File: config.mk
export PLATFORM = sky130hd
export DESIGN_NAME = pmicir_top
export DESIGN_NICKNAME = d
export VERILOG_FILES = /design/src/inc/pmicir_pkg.sv /design/src/pmicir_flags.sv /design/src/pmicir_top.sv
export VERILOG_INCLUDE_DIRS = /design/src /design/src/inc
export SDC_FILE = /design/constraint.sdc
export NUM_CORES = 1
export LEC_CHECK = 0
export ABC_AREA = 1
export BUFFER_PORTS_ARGS = -buffer_cell sky130_fd_sc_hd__buf_2
export CORE_UTILIZATION = 45
export DETAILED_ROUTE_END_ITERATION = 10
export GPL_ROUTABILITY_DRIVEN = 0
export PLACE_DENSITY_LB_ADDON = 0.25
export SLEW_MARGIN = 30
export SYNTH_ARGS = -nofsm -noshare
export SYNTH_HDL_FRONTEND = slang
export SYNTH_HIERARCHICAL = 1
export SYNTH_SLANG_ARGS = --single-unit
File: constraint.sdc
create_clock -name core_clk -period 2.47 [get_ports core_clk]
set_input_delay 0.1235 -clock core_clk [delete_from_list [all_inputs] [get_ports core_clk]]
set_output_delay 0.1235 -clock core_clk [all_outputs]
set_load 0.02 [all_outputs]
File: src/inc/pmicir_consts.svh
// constants for the charger and boost/ldo interrupt register block
// Functional notes
// (RULE1) The charger enable register holds one enable per source: 7 coil peak, 6 isothermal, 5 watchdog alarm, 4 overtemperature, 3 thermistor, 2 cell voltage, 1 mode change, 0 input voltage.
// (RULE2) All charger enable bits are read/write and reset to zero, so no charger source is enabled at start.
// (RULE3) The charger flag register holds one read-only flag per source at the enable positions, set when that event causes an interrupt, reset to zero.
// (RULE4) Every flag of both flag registers clears itself when the host reads its register.
// (RULE5) The watchdog alarm rises 2 s before expiry with a 32 s period and 4 s before expiry with a 64 s period.
// (RULE6) The overtemperature source is the 130 C die warning and is gated by its enable bit.
// (RULE7) The boost/LDO enable register uses bit 2 led open, bit 1 boost power good, bit 0 regulator 1 power good; 1 passes, 0 blocks, reset 0.
// (RULE8) The boost/LDO flag register sets bit 2 on led open, bit 1 on boost power good warning, bit 0 on regulator 1 warning; bits 7 to 3 read zero.
// (RULE9) Writing 0x7F to the write-only restore register returns every register to its default.
// (RULE10) The thermistor select bit 0, reset 1, picks 47 kohm at 1 and 100 kohm at 0, effective only while external thermistor mode is 1.
// (RULE11) The interrupt output is high while any enabled flag is pending and drops once all are read away.
`ifndef PMICIR_CONSTS_SVH
`define PMICIR_CONSTS_SVH

`define PMICIR_ADDR_CHG_EN 8'h38
`define PMICIR_ADDR_CHG_FLAG 8'h39
`define PMICIR_ADDR_BL_EN 8'h3A
`define PMICIR_ADDR_BL_FLAG 8'h3B
`define PMICIR_ADDR_RESTORE 8'h3C
`define PMICIR_ADDR_NTC 8'h3D

`define PMICIR_RESTORE_KEY 8'h7F
`define PMICIR_RST_CHG_EN 8'h00
`define PMICIR_RST_BL_EN 3'h0
`define PMICIR_RST_NTC 1'h1

`define PMICIR_CHG_W 8
`define PMICIR_BL_W 3
`define PMICIR_BIT_DOG 5
`define PMICIR_BIT_OVT 4

`define PMICIR_CLK_HZ 125000000
`define PMICIR_DOG_P32_SEC 7'h20
`define PMICIR_DOG_P64_SEC 7'h40
`define PMICIR_DOG_LEAD32_SEC 7'h02
`define PMICIR_DOG_LEAD64_SEC 7'h04

`endif

File: src/inc/pmicir_pkg.sv
// types shared by the interrupt register block
package pmicir_pkg;
   typedef enum logic [1:0] {
      PMICIR_ST_RUN = 2'b01,
      PMICIR_ST_RESTORE = 2'b10
   } pmicir_state_t;
endpackage

File: src/pmicir_flags.sv
// bank of sticky clear-on-read event flags
`timescale 1ns/1ps
`default_nettype none
module pmicir_flags #(
   parameter int W = 8
) (
   // clock and reset
   input wire logic core_clk,
   input wire logic rstn,
   // control
   input wire logic [W-1:0] set_in,
   input wire logic clr_in,
   // state
   output logic [W-1:0] flags
);
   always_ff @(posedge core_clk or negedge rstn) begin
      if (!rstn) begin
         flags <= '0;
      end else begin
         // a set in the clearing cycle survives
         flags <= (clr_in ? '0 : flags) | set_in; // RULE4
      end
   end
endmodule // pmicir_flags
`default_nettype wire

File: src/pmicir_top.sv
// charger and boost/ldo interrupt registers, watchdog alarm, restore
`timescale 1ns/1ps
`default_nettype none
`include "pmicir_consts.svh"
module pmicir_top #(
   parameter int TICKS_PER_SEC = `PMICIR_CLK_HZ
) (
   // clock and reset
   input wire logic core_clk,
   input wire logic rstn,
   // register access from the serial interface
   input wire logic [7:0] reg_addr,
   input wire logic [7:0] reg_wdata,
   input wire logic reg_wr,
   input wire logic reg_rd,
   output logic [7:0] reg_rdata,
   output logic reg_rvalid,
   // charger event pulses, bits 5 and 4 unused here
   input wire logic [7:0] chg_event_in,
   input wire logic die_temp_warn,
   // boost/ldo event pulses
   input wire logic [2:0] bl_event_in,
   // watchdog
   input wire logic dog_period_64,
   input wire logic dog_kick,
   output logic dog_expired,
   // thermistor
   input wire logic external_thermistor_mode,
   output logic thermistor_47k_active,
   // interrupt pin
   output logic irq_out
);
   import pmicir_pkg::*;

   function automatic logic hit(input logic [7:0] a, input logic [7:0] t);
      hit = (a == t);
   endfunction

   function automatic logic [6:0] dog_len(input logic p64);
      dog_len = p64 ? `PMICIR_DOG_P64_SEC : `PMICIR_DOG_P32_SEC;
   endfunction

   function automatic logic [6:0] dog_lead(input logic p64);
      dog_lead = p64 ? `PMICIR_DOG_LEAD64_SEC : `PMICIR_DOG_LEAD32_SEC;
   endfunction

   pmicir_state_t state_r;
   logic restore_now;
   logic [7:0] chg_en_r;
   logic [2:0] bl_en_r;
   logic ntc_sel_r;
   logic [7:0] chg_flags;
   logic [2:0] bl_flags;
   logic [7:0] chg_set;
   logic [2:0] bl_set;
   logic chg_rd_clr;
   logic bl_rd_clr;
   logic die_temp_d_r;
   logic dog_alarm_r;
   logic [31:0] tick_cnt_r;
   logic sec_tick;
   logic [6:0] sec_cnt_r;
   logic [7:0] rdata_nxt;

   assign restore_now = (state_r == PMICIR_ST_RESTORE);

   // restore sequencer
   always_ff @(posedge core_clk or negedge rstn) begin
      if (!rstn) begin
         state_r <= PMICIR_ST_RUN;
      end else begin
         case (state_r)
            PMICIR_ST_RUN: begin
               if (reg_wr && hit(reg_addr, `PMICIR_ADDR_RESTORE) &&
                   reg_wdata == `PMICIR_RESTORE_KEY) begin
                  state_r <= PMICIR_ST_RESTORE; // RULE9
               end
            end
            PMICIR_ST_RESTORE: begin
               state_r <= PMICIR_ST_RUN;
            end
            default: begin
               state_r <= PMICIR_ST_RUN;
            end
         endcase
      end
   end

   // charger enables
   always_ff @(posedge core_clk or negedge rstn) begin
      if (!rstn) begin
         chg_en_r <= `PMICIR_RST_CHG_EN; // RULE2
      end else if (restore_now) begin
         chg_en_r <= `PMICIR_RST_CHG_EN; // RULE9
      end else if (reg_wr && hit(reg_addr, `PMICIR_ADDR_CHG_EN)) begin
         chg_en_r <= reg_wdata; // RULE1 RULE2
      end
   end

   // boost/ldo enables, upper bits not stored
   always_ff @(posedge core_clk or negedge rstn) begin
      if (!rstn) begin
         bl_en_r <= `PMICIR_RST_BL_EN;
      end else if (restore_now) begin
         bl_en_r <= `PMICIR_RST_BL_EN; // RULE9
      end else if (reg_wr && hit(reg_addr, `PMICIR_ADDR_BL_EN)) begin
         bl_en_r <= reg_wdata[`PMICIR_BL_W-1:0]; // RULE7
      end
   end

   // thermistor select
   always_ff @(posedge core_clk or negedge rstn) begin
      if (!rstn) begin
         ntc_sel_r <= `PMICIR_RST_NTC;
      end else if (restore_now) begin
         ntc_sel_r <= `PMICIR_RST_NTC; // RULE9
      end else if (reg_wr && hit(reg_addr, `PMICIR_ADDR_NTC)) begin
         ntc_sel_r <= reg_wdata[0]; // RULE10
      end
   end

   always_ff @(posedge core_clk or negedge rstn) begin
      if (!rstn) begin
         thermistor_47k_active <= 1'b0;
      end else begin
         thermistor_47k_active <= ntc_sel_r & external_thermistor_mode; // RULE10
      end
   end

   // watchdog second prescaler
   assign sec_tick = (tick_cnt_r == 32'(TICKS_PER_SEC - 1));

   always_ff @(posedge core_clk or negedge rstn) begin
      if (!rstn) begin
         tick_cnt_r <= '0;
      end else if (dog_kick || sec_tick) begin
         tick_cnt_r <= '0;
      end else begin
         tick_cnt_r <= tick_cnt_r + 32'h1;
      end
   end

   // watchdog seconds, alarm ahead of expiry
   always_ff @(posedge core_clk or negedge rstn) begin
      if (!rstn) begin
         sec_cnt_r <= '0;
         dog_alarm_r <= 1'b0;
         dog_expired <= 1'b0;
      end else begin
         dog_alarm_r <= 1'b0;
         dog_expired <= 1'b0;
         if (dog_kick) begin
            sec_cnt_r <= '0;
         end else if (sec_tick) begin
            if (sec_cnt_r + 7'h1 >= dog_len(dog_period_64)) begin
               sec_cnt_r <= '0;
               dog_expired <= 1'b1;
            end else begin
               sec_cnt_r <= sec_cnt_r + 7'h1;
            end
            if (sec_cnt_r + 7'h1 == dog_len(dog_period_64) -
                dog_lead(dog_period_64)) begin
               dog_alarm_r <= 1'b1; // RULE5
            end
         end
      end
   end

   // die warning edge
   always_ff @(posedge core_clk or negedge rstn) begin
      if (!rstn) begin
         die_temp_d_r <= 1'b0;
      end else begin
         die_temp_d_r <= die_temp_warn;
      end
   end

   // event sources gated by their enables
   always_comb begin
      chg_set = chg_event_in;
      chg_set[`PMICIR_BIT_DOG] = dog_alarm_r;
      chg_set[`PMICIR_BIT_OVT] = die_temp_warn & ~die_temp_d_r; // RULE6
      chg_set = chg_set & chg_en_r; // RULE3 RULE6
      bl_set = bl_event_in & bl_en_r; // RULE7 RULE8
   end

   assign chg_rd_clr = restore_now ||
                       (reg_rd && hit(reg_addr, `PMICIR_ADDR_CHG_FLAG));
   assign bl_rd_clr = restore_now ||
                      (reg_rd && hit(reg_addr, `PMICIR_ADDR_BL_FLAG));

   pmicir_flags #(.W(`PMICIR_CHG_W)) u_chg_flags (
      .core_clk(core_clk),
      .rstn(rstn),
      .set_in(chg_set),
      .clr_in(chg_rd_clr), // RULE4
      .flags(chg_flags)
   );

   pmicir_flags #(.W(`PMICIR_BL_W)) u_bl_flags (
      .core_clk(core_clk),
      .rstn(rstn),
      .set_in(bl_set),
      .clr_in(bl_rd_clr), // RULE4
      .flags(bl_flags)
   );

   // read mux, unmapped and write-only read zero
   always_comb begin
      rdata_nxt = 8'h00;
      case (reg_addr)
         `PMICIR_ADDR_CHG_EN: rdata_nxt = chg_en_r;
         `PMICIR_ADDR_CHG_FLAG: rdata_nxt = chg_flags;
         `PMICIR_ADDR_BL_EN: rdata_nxt = {5'h00, bl_en_r};
         `PMICIR_ADDR_BL_FLAG: rdata_nxt = {5'h00, bl_flags}; // RULE8
         `PMICIR_ADDR_NTC: rdata_nxt = {7'h00, ntc_sel_r};
         default: rdata_nxt = 8'h00;
      endcase
   end

   always_ff @(posedge core_clk or negedge rstn) begin
      if (!rstn) begin
         reg_rdata <= 8'h00;
         reg_rvalid <= 1'b0;
      end else begin
         reg_rvalid <= reg_rd;
         if (reg_rd) begin
            reg_rdata <= rdata_nxt;
         end
      end
   end

   // interrupt pin
   always_ff @(posedge core_clk or negedge rstn) begin
      if (!rstn) begin
         irq_out <= 1'b0;
      end else begin
         irq_out <= |(chg_flags & chg_en_r) | |(bl_flags & bl_en_r); // RULE11
      end
   end
endmodule // pmicir_top
`default_nettype wire
==> out/metrics.csv, run 1 <==
stage;metric;value;unit
die;Die Ht;102.3;um
worst_setup_path;CP endpoint kind;flop;
clock_network;CTS tree;yes;
sta;Min Hold Slack;0.01007;ns
synth;Yosys top cell area share;42.00;%
job;Max Cap Violations;0;
grt;antenna violations before repair;0;
sta;setup violators final;0;
sta;Tcrit/Tclk final;90.15;%
sta;TNS Setup;0;ns
synth;async set or reset register ratio after synthesis;100.0;%
die;die area;10470;sq um
synth;top cells by area, synth;dfrtp_1 (42%), nand2_1 (17%), nor2_1 (8.5%);
synth;top-count cell post-synth;nand2_1;
run_status;outcome;finished, final reports clean;
synth;Synth Warn #;6;
clock_network;CTS resizes;0;
power_and_ir_drop;VDD IR max;268.4;uV
detailed_routing;Routed wire per std cell;12.30;um
sta;Tmin final;2.227;ns
power_and_ir_drop;Static Leak;0.002563;uW
worst_setup_path;crit path DAT;2.53;ns
detailed_routing;antenna-violating nets left;0;
die;Core ar.;9774;sq um
min_path;hold crit path type;input port to flop;
place;input/output buffers;44;
clock_network;level count of the clock H-tree;3;
synth;post-synthesis simple-gate area fraction;41.78;%
finish;Finished Layout Cells;845;
synth;post-synthesis compound-gate area fraction;2.349;%
finish;fin nets;746;
worst_setup_path;Worst Path Max Fanout;7;
grt;Overflow after GRT;0;
sta;fmax;449.1;MHz
grt;vias in the first global route;3868;
clock_network;Clock Pin Slew Worst Setup and Hold Paths;0.10;ns
power_and_ir_drop;total power;2590;uW
finish;area added between synthesis and finish;13.68;%
synth;top cells by count, synth;nand2_1 (201), nor2_1 (102), inv_1 (93);
synth;multiplexer area fraction after synthesis;0;%
detailed_routing;final wirelength;10390;um
synth;Synth cell types;30;
finish;number of diodes;0;
synth;post-synthesis xor/xnor area fraction;2.128;%
detailed_routing;Remaining DRCs;0;
grt;largest net degree at the start of global routing;79;
synth;Cells after Synth;651;
detailed_routing;Via Count;4180;
grt;first-pass GRT wire length;17430;um
clock_network;Root Buffer;clkbuf_8;
finish;post-route core utilization;52.66;%
synth;Syn Std Cell Area;4528;sq um
detailed_routing;TritonRoute pass-1 iters;4;
detailed_routing;Vias/cell;4.947;
synth;area leader, netlist;dfrtp_1;
worst_setup_path;Worst setup SP type;flop;
sta;Slew headroom;53.10;%
clock_network;CTS Buffer Depth;2;
synth;Synth Flop Type;dfrtp_1;
synth;Seq/Total Area, Yosys;43.16;%
synth;Post-synth EDFFs;0;
sta;Worst Tran Pin Value;0.7035;ns
finish;share of cells above drive strength 1;12.36;%
clock_network;worst skew pair latency;0.36;ns
die;Die Wd;102.3;um
sta;Slew Limit Fails;0;
place;dpl hpwl;7668;um
die;Placement Rows;36;
sta;Fin. Hold Viols;0;
power_and_ir_drop;pwr/cell area;503.1;nW/um^2
die;Starting Density;46.33;%
grt;GRT Resource Usage Total;21.44;%
synth;FF+latch count, synth;78;
synth;Adder-Cell Fraction of Synth Area;1.105;%
synth;syn nets;690;
sta;Setup Skew;0.01846;ns
clock_network;CTS Sinks;78;
detailed_routing;DRT iter0 DRCs;180;
sta;unrepaired setup endpoints after global routing;false;
synth;largest family of logic cells by synthesized area;simple AND/OR/NAND/NOR gates;
worst_setup_path;Setup CP Type;flop to flop;
synth;Post-Syn Area per Cell;6.956;sq um
worst_setup_path;Worst EP required;2.77;ns
die;IO Count;47;
clock_network;cts bufs inserted;9;
place;placed insts;820;
[through the flow]
step / instance area (sq um) / setup WS (ns)
after detailed placement: 4867 / 0.2894
after CTS: 5147 / 0.2574
after global placement: 4863 / 0.3212
after global routing: 5147 / 0.01795
after floorplan: 4528 / 0.5573
final: 5147 / 0.2433
[worst max-delay path: stages, from the launching register on]
cell and delay (ns):
dfrtp_1 0.45, ha_1 0.26, nand3_1 0.12, inv_1 0.09, nand3_1 0.06, nand2_1 0.07, nand2_1 0.08, ha_1 0.30
a21oi_1 0.35, nand2_1 0.10, inv_1 0.12, nand3_1 0.10, nand2_1 0.06
[layout by cell type (no fill, tap or decap)]
master and instances:
nand3_1 68, xor2_1 9, clkbuf_8 9, nand2_2 5, nor2_1 102, buf_4 1, nand3b_1 1, clkinv_4 1
dfrtp_1 76, nor3_1 18, inv_2 4, nor2_4 4, o21ai_1 2, clkinv_8 1, buf_6 1, ha_1 4
nand2_1 201, dfstp_2 2, a21oi_1 4, nor3_2 5, a221oi_1 2, nand3_2 1, inv_6 3, nand2_4 1
nor4_1 1, a22o_1 1, inv_1 93, buf_2 43, o31ai_1 2, clkinvlp_4 2, nor2_2 5, xnor2_1 2
o21ai_0 7, nand4_1 21, clkinv_1 1, dlygate4sd3_1 9
[layout make-up]
| type | count | area, sq um |
|---|---|---|
| clock buffers | 9 | 123.9 |
| clock inverters | 7 | 66.31 |
| fillers | 953 | 4627 |
| inverters | 98 | 367.9 |
| multi-input cells | 466 | 2145 |
| flip-flops and latches | 78 | 1954 |
| well taps | 133 | 166.4 |
| repair buffers | 54 | 324.1 |
[report_power, final]
group / switching [uW] / total (uW) / internal [uW]
Combinational: 143 / 231 / 87.3
Clock: 541 / 927 / 386
Sequential: 70.1 / 1430 / 1360
[per-layer routing]
layer  GRT usage (%)  share of wire, %
met2           36.09                46
met4           7.802               2.2
met5               0                 0
met1           27.78                46
met3           3.625               5.9
[registers in the layout (all words and copies together), names as in the netlist]
signal,count
dog_expired,1
reg_rvalid,1
state_r,2
dog_alarm_r,1
sec_cnt_r,7
irq_out,1
u_chg_flags/flags,8
die_temp_d_r,1
bl_en_r,3
tick_cnt_r,32
ntc_sel_r,1
u_bl_flags/flags,3
reg_rdata,8
chg_en_r,8
thermistor_47k_active,1
[timing repair]
action                                 in CTS  in global routing
hold buffers                                9                  0
endpoints found under the hold margin      84                  0
setup buffers                               0                  0
[logic make-up (layout without fill, tap and decap cells)]
logic type / count (synthesis) / in the layout
and+or+nand+nor: 433 / 433
AOI/OAI and AO/OA: 18 / 18
DFF: 78 / 78
xor gates and xnor gates: 11 / 11
adders and majority gates: 4 / 4
buffers and inverters: 107 / 168
[path summary, 6_finish.rpt]
path                                               start                              to  slack [ns]  cells past startpoint
worst max-delay path            sec_cnt_r[0]$_DFFE_PN0N_        sec_cnt_r[3]$_DFFE_PN0N_        0.24                     12
worst min-delay path                     chg_event_in[6]  u_chg_flags/flags[6]$_DFF_PN0_        0.01                      5
worst max register to register  sec_cnt_r[0]$_DFFE_PN0N_        sec_cnt_r[3]$_DFFE_PN0N_        0.24                     12
worst min register to register    die_temp_d_r$_DFF_PN0_  u_chg_flags/flags[4]$_DFF_PN0_        0.47                      3
max in group asynchronous                           rstn        tick_cnt_r[20]$_DFF_PN0_        1.62                      2
min in group asynchronous                           rstn   u_bl_flags/flags[1]$_DFF_PN0_        0.33                      2
(Power assumes the default switching activity.)
==> run 2, diff against run 1 <==
CORE_ASPECT_RATIO = 2   (was not set)
GPL_TIMING_DRIVEN = 0   (was not set)
==> out/metrics.csv, run 2 (synthesized netlist as in run 1, its figures left out) <==
stage;metric;value;unit;change
finish;max FFs per register;32;;unchanged
die;Starting Density;46.38;%;+0.053 points
grt;first-pass GRT wire length;18840;um;+8.1%
clock_network;level count of the clock H-tree;3;;unchanged
worst_setup_path;worst r2r path cells;13;;+1
power_and_ir_drop;total power;2965;uW;+14%
worst_setup_path;CP top delay family;simple AND/OR/NAND/NOR gates;;
worst_setup_path;Setup CP Type;flop to flop;;
grt;Overflow after GRT;0;;unchanged
min_path;worst hold start;reg_wdata[5];;
grt;GRT Resource Usage Total;23.98;%;+2.5 points
min_path;Hold Path Sink;chg_en_r[5]$_DFFE_PN0P_;;
place;placed insts;828;;+0.98%
sta;Setup Skew;0.009978;ns;-0.008481 ns
finish;fin nets;753;;+0.94%
worst_setup_path;CP endpoint kind;flop;;
place;area post-placement;4943;sq um;+1.6%
place;input/output buffers;44;;unchanged
detailed_routing;Routed wire per std cell;13.74;um;+12%
worst_setup_path;setup slack, reg-to-reg;0.17;ns;-0.07 ns
detailed_routing;final wirelength;11690;um;+12%
finish;share of cells above drive strength 1;13.49;%;+1.1 points
sta;Worst Tran Pin Value;0.5518;ns;-0.1516 ns
sta;Slew Limit Fails;0;;unchanged
worst_setup_path;Worst Path Max Fanout;5;;-2
sta;Slew headroom;63.21;%;+10 points
grt;largest net degree at the start of global routing;48;;-39%
sta;Tcrit/Tclk final;93.06;%;+2.9 points
worst_setup_path;worst r2r src;sec_cnt_r[1]$_DFFE_PN0N_;;
grt;antenna violations before repair;0;;unchanged
die;Core ar.;9763;sq um;-0.12%
min_path;hold crit path type;input port to flop;;
die;Placement Rows;51;;+42%
worst_setup_path;Worst setup SP type;flop;;
sta;fmax;435.1;MHz;-3.1%
finish;post-route cell area;5310;sq um;+3.2%
worst_setup_path;critical path cell sequence;ha_2 -> nand3_1 -> inv_1 -> nand3_1 -> nand2_1 -> nand2_1 -> ha_1 -> nand2_1 -> nor2_1 -> nand3_1 -> nand2_1 -> inv_1 -> nor3_1;;
worst_setup_path;crit-path max cell delay;0.43;ns;-0.02 ns
clock_network;CTS Buffer Depth;2;;unchanged
power_and_ir_drop;VDD IR max;324.0;uV;+21%
die;Die Ht;143.9;um;+41%
sta;setup violators final;0;;unchanged
sta;unrepaired setup endpoints after global routing;false;;
finish;Finished Layout Cells;851;;+0.71%
detailed_routing;TritonRoute pass-1 iters;5;;+1
clock_network;Post-CTS Setup Bufs;0;;unchanged
clock_network;Clock Pin Slew Worst Setup and Hold Paths;0.07;ns;-0.03 ns
clock_network;CTS Sinks;78;;unchanged
finish;number of diodes;0;;unchanged
detailed_routing;Vias/cell;5.113;;+3.4%
detailed_routing;antenna-violating nets left;0;;unchanged
sta;Min Hold Slack;0.02513;ns;+0.01506 ns
detailed_routing;Via Count;4351;;+4.1%
finish;most common cell after layout, fill and taps aside;nand2_1;;
finish;most frequent cells in the layout;nand2_1 (201), nor2_1 (102), inv_1 (93);;
worst_setup_path;Buf+Inv Stages, Crit Path;2;;unchanged
worst_setup_path;crit path DAT;2.52;ns;about the same
clock_network;CTS tree;yes;;
clock_network;cts bufs inserted;9;;unchanged
place;dpl hpwl;9182;um;+20%
detailed_routing;Remaining DRCs;0;;unchanged
finish;area added between synthesis and finish;17.27;%;
die;die area;10490;sq um;+0.23%
die;Die Wd;72.93;um;-29%
job;Max Cap Violations;0;;unchanged
clock_network;worst skew pair latency;0.34;ns;-0.02 ns
worst_setup_path;FF-to-FF End;dog_expired$_DFF_PN0_;;
grt;vias in the first global route;4285;;+11%
run_status;outcome;finished, final reports clean;;
sta;Tmin final;2.299;ns;+0.07182 ns
finish;Reg with most FFs;tick_cnt_r;;
die;IO Count;47;;unchanged
worst_setup_path;slowest cell on the critical path;dfrtp_1;;
finish;filler cell count;981;;+2.9%
detailed_routing;DRT iter0 DRCs;221;;+23%
worst_setup_path;Worst EP required;2.70;ns;-0.07 ns
min_path;Worst Hold Depth;3;;-2
worst_setup_path;CP most frequent cell;nand2_1;;
sta;TNS Setup;0;ns;unchanged
clock_network;Root Buffer;clkbuf_16;;
power_and_ir_drop;Static Leak;0.002646;uW;+3.2%
sta;Fin. Hold Viols;0;;unchanged
power_and_ir_drop;pwr/cell area;558.3;nW/um^2;+11%
==> run 2: cell count changes in the layout (fill, tap and decap cells not counted) <==
cell,delta
dlygate4sd3_1,-2
ha_1,-1
ha_2,+1
buf_16,+1
dfrtp_2,+1
buf_2,+4
clkbuf_1,+2
buf_6,+2
clkbuf_16,+9
clkinv_4,+1
dfrtp_1,-1
clkbuf_8,-9
clkinvlp_4,-1
==> run 2: worst reg2reg max path: stages, from the launching register on <==
cell and delay [ns]:
dfrtp_1 0.43, ha_2 0.26, nand3_1 0.11, inv_1 0.09, nand3_1 0.06, nand2_1 0.06
nand2_1 0.09, ha_1 0.31, nand2_1 0.06, nor2_1 0.08, nand3_1 0.17, nand2_1 0.10
inv_1 0.07, nor3_1 0.28
==> run 2: area by class of cell <==
class	count	area (sq um)	area share (%)
Clock buffer	9	225.2	4.241
Sequential cell	78	1956	36.83
Inverter	98	367.9	6.927
Timing Repair Buffer	52	320.3	6.032
Clock inverter	7	67.56	1.272
Buffer	9	61.31	1.155
Tap cell	132	165.2	3.110
Multi-Input combinational cell	466	2147	40.43
==> run 2: per-layer routing <==
metal,global-route usage (%),wire length (um),up-vias
li1,-,-,2169
met1,21.99,4245,1982
met2,45.35,6292,144
met3,3.506,340,56
met4,18.47,810,0
met5,0,0,-
==> run 2: power breakdown <==
part / internal, uW / switching [uW] / total, uW
clock network: 703 / 581 / 1280
logic: 94.7 / 149 / 244
registers: 1360 / 72.1 / 1440
total: 2160 / 802 / 2960
==> run 2: timing repair <==
item                                    4_1_cts  5_1_grt
endpoints found under the setup margin        0        1
endpoints found under the hold margin        36        0
gates resized for setup                       0        2
hold buffers                                  7        0
==> run 2: worst max path at each step <==
stage	startpoint	endpoint	slack (ns)	depth (start not counted)
after global placement	sec_cnt_r[0]$_DFFE_PN0N_	dog_expired$_DFF_PN0_	0.20	13
after detailed placement	sec_cnt_r[0]$_DFFE_PN0N_	dog_expired$_DFF_PN0_	0.14	13
after floorplan	sec_cnt_r[0]$_DFFE_PN0N_	sec_cnt_r[2]$_DFFE_PN0N_	0.56	12
final	sec_cnt_r[1]$_DFFE_PN0N_	dog_expired$_DFF_PN0_	0.17	13
after global routing	sec_cnt_r[1]$_DFFE_PN0N_	dog_expired$_DFF_PN0_	0.03	13
after CTS	sec_cnt_r[0]$_DFFE_PN0N_	dog_expired$_DFF_PN0_	0.12	13
==> run 2: stage by stage <==
| stage | utilization [%] | worst slack, ns |
|---|---|---|
| after floorplan | - | 0.5573 |
| after global placement | 50.33 | 0.1959 |
| after detailed placement | 50.63 | 0.1399 |
| after CTS | 54.35 | 0.1236 |
| after global routing | 54.39 | 0.03050 |
| final | 54.39 | 0.1715 |
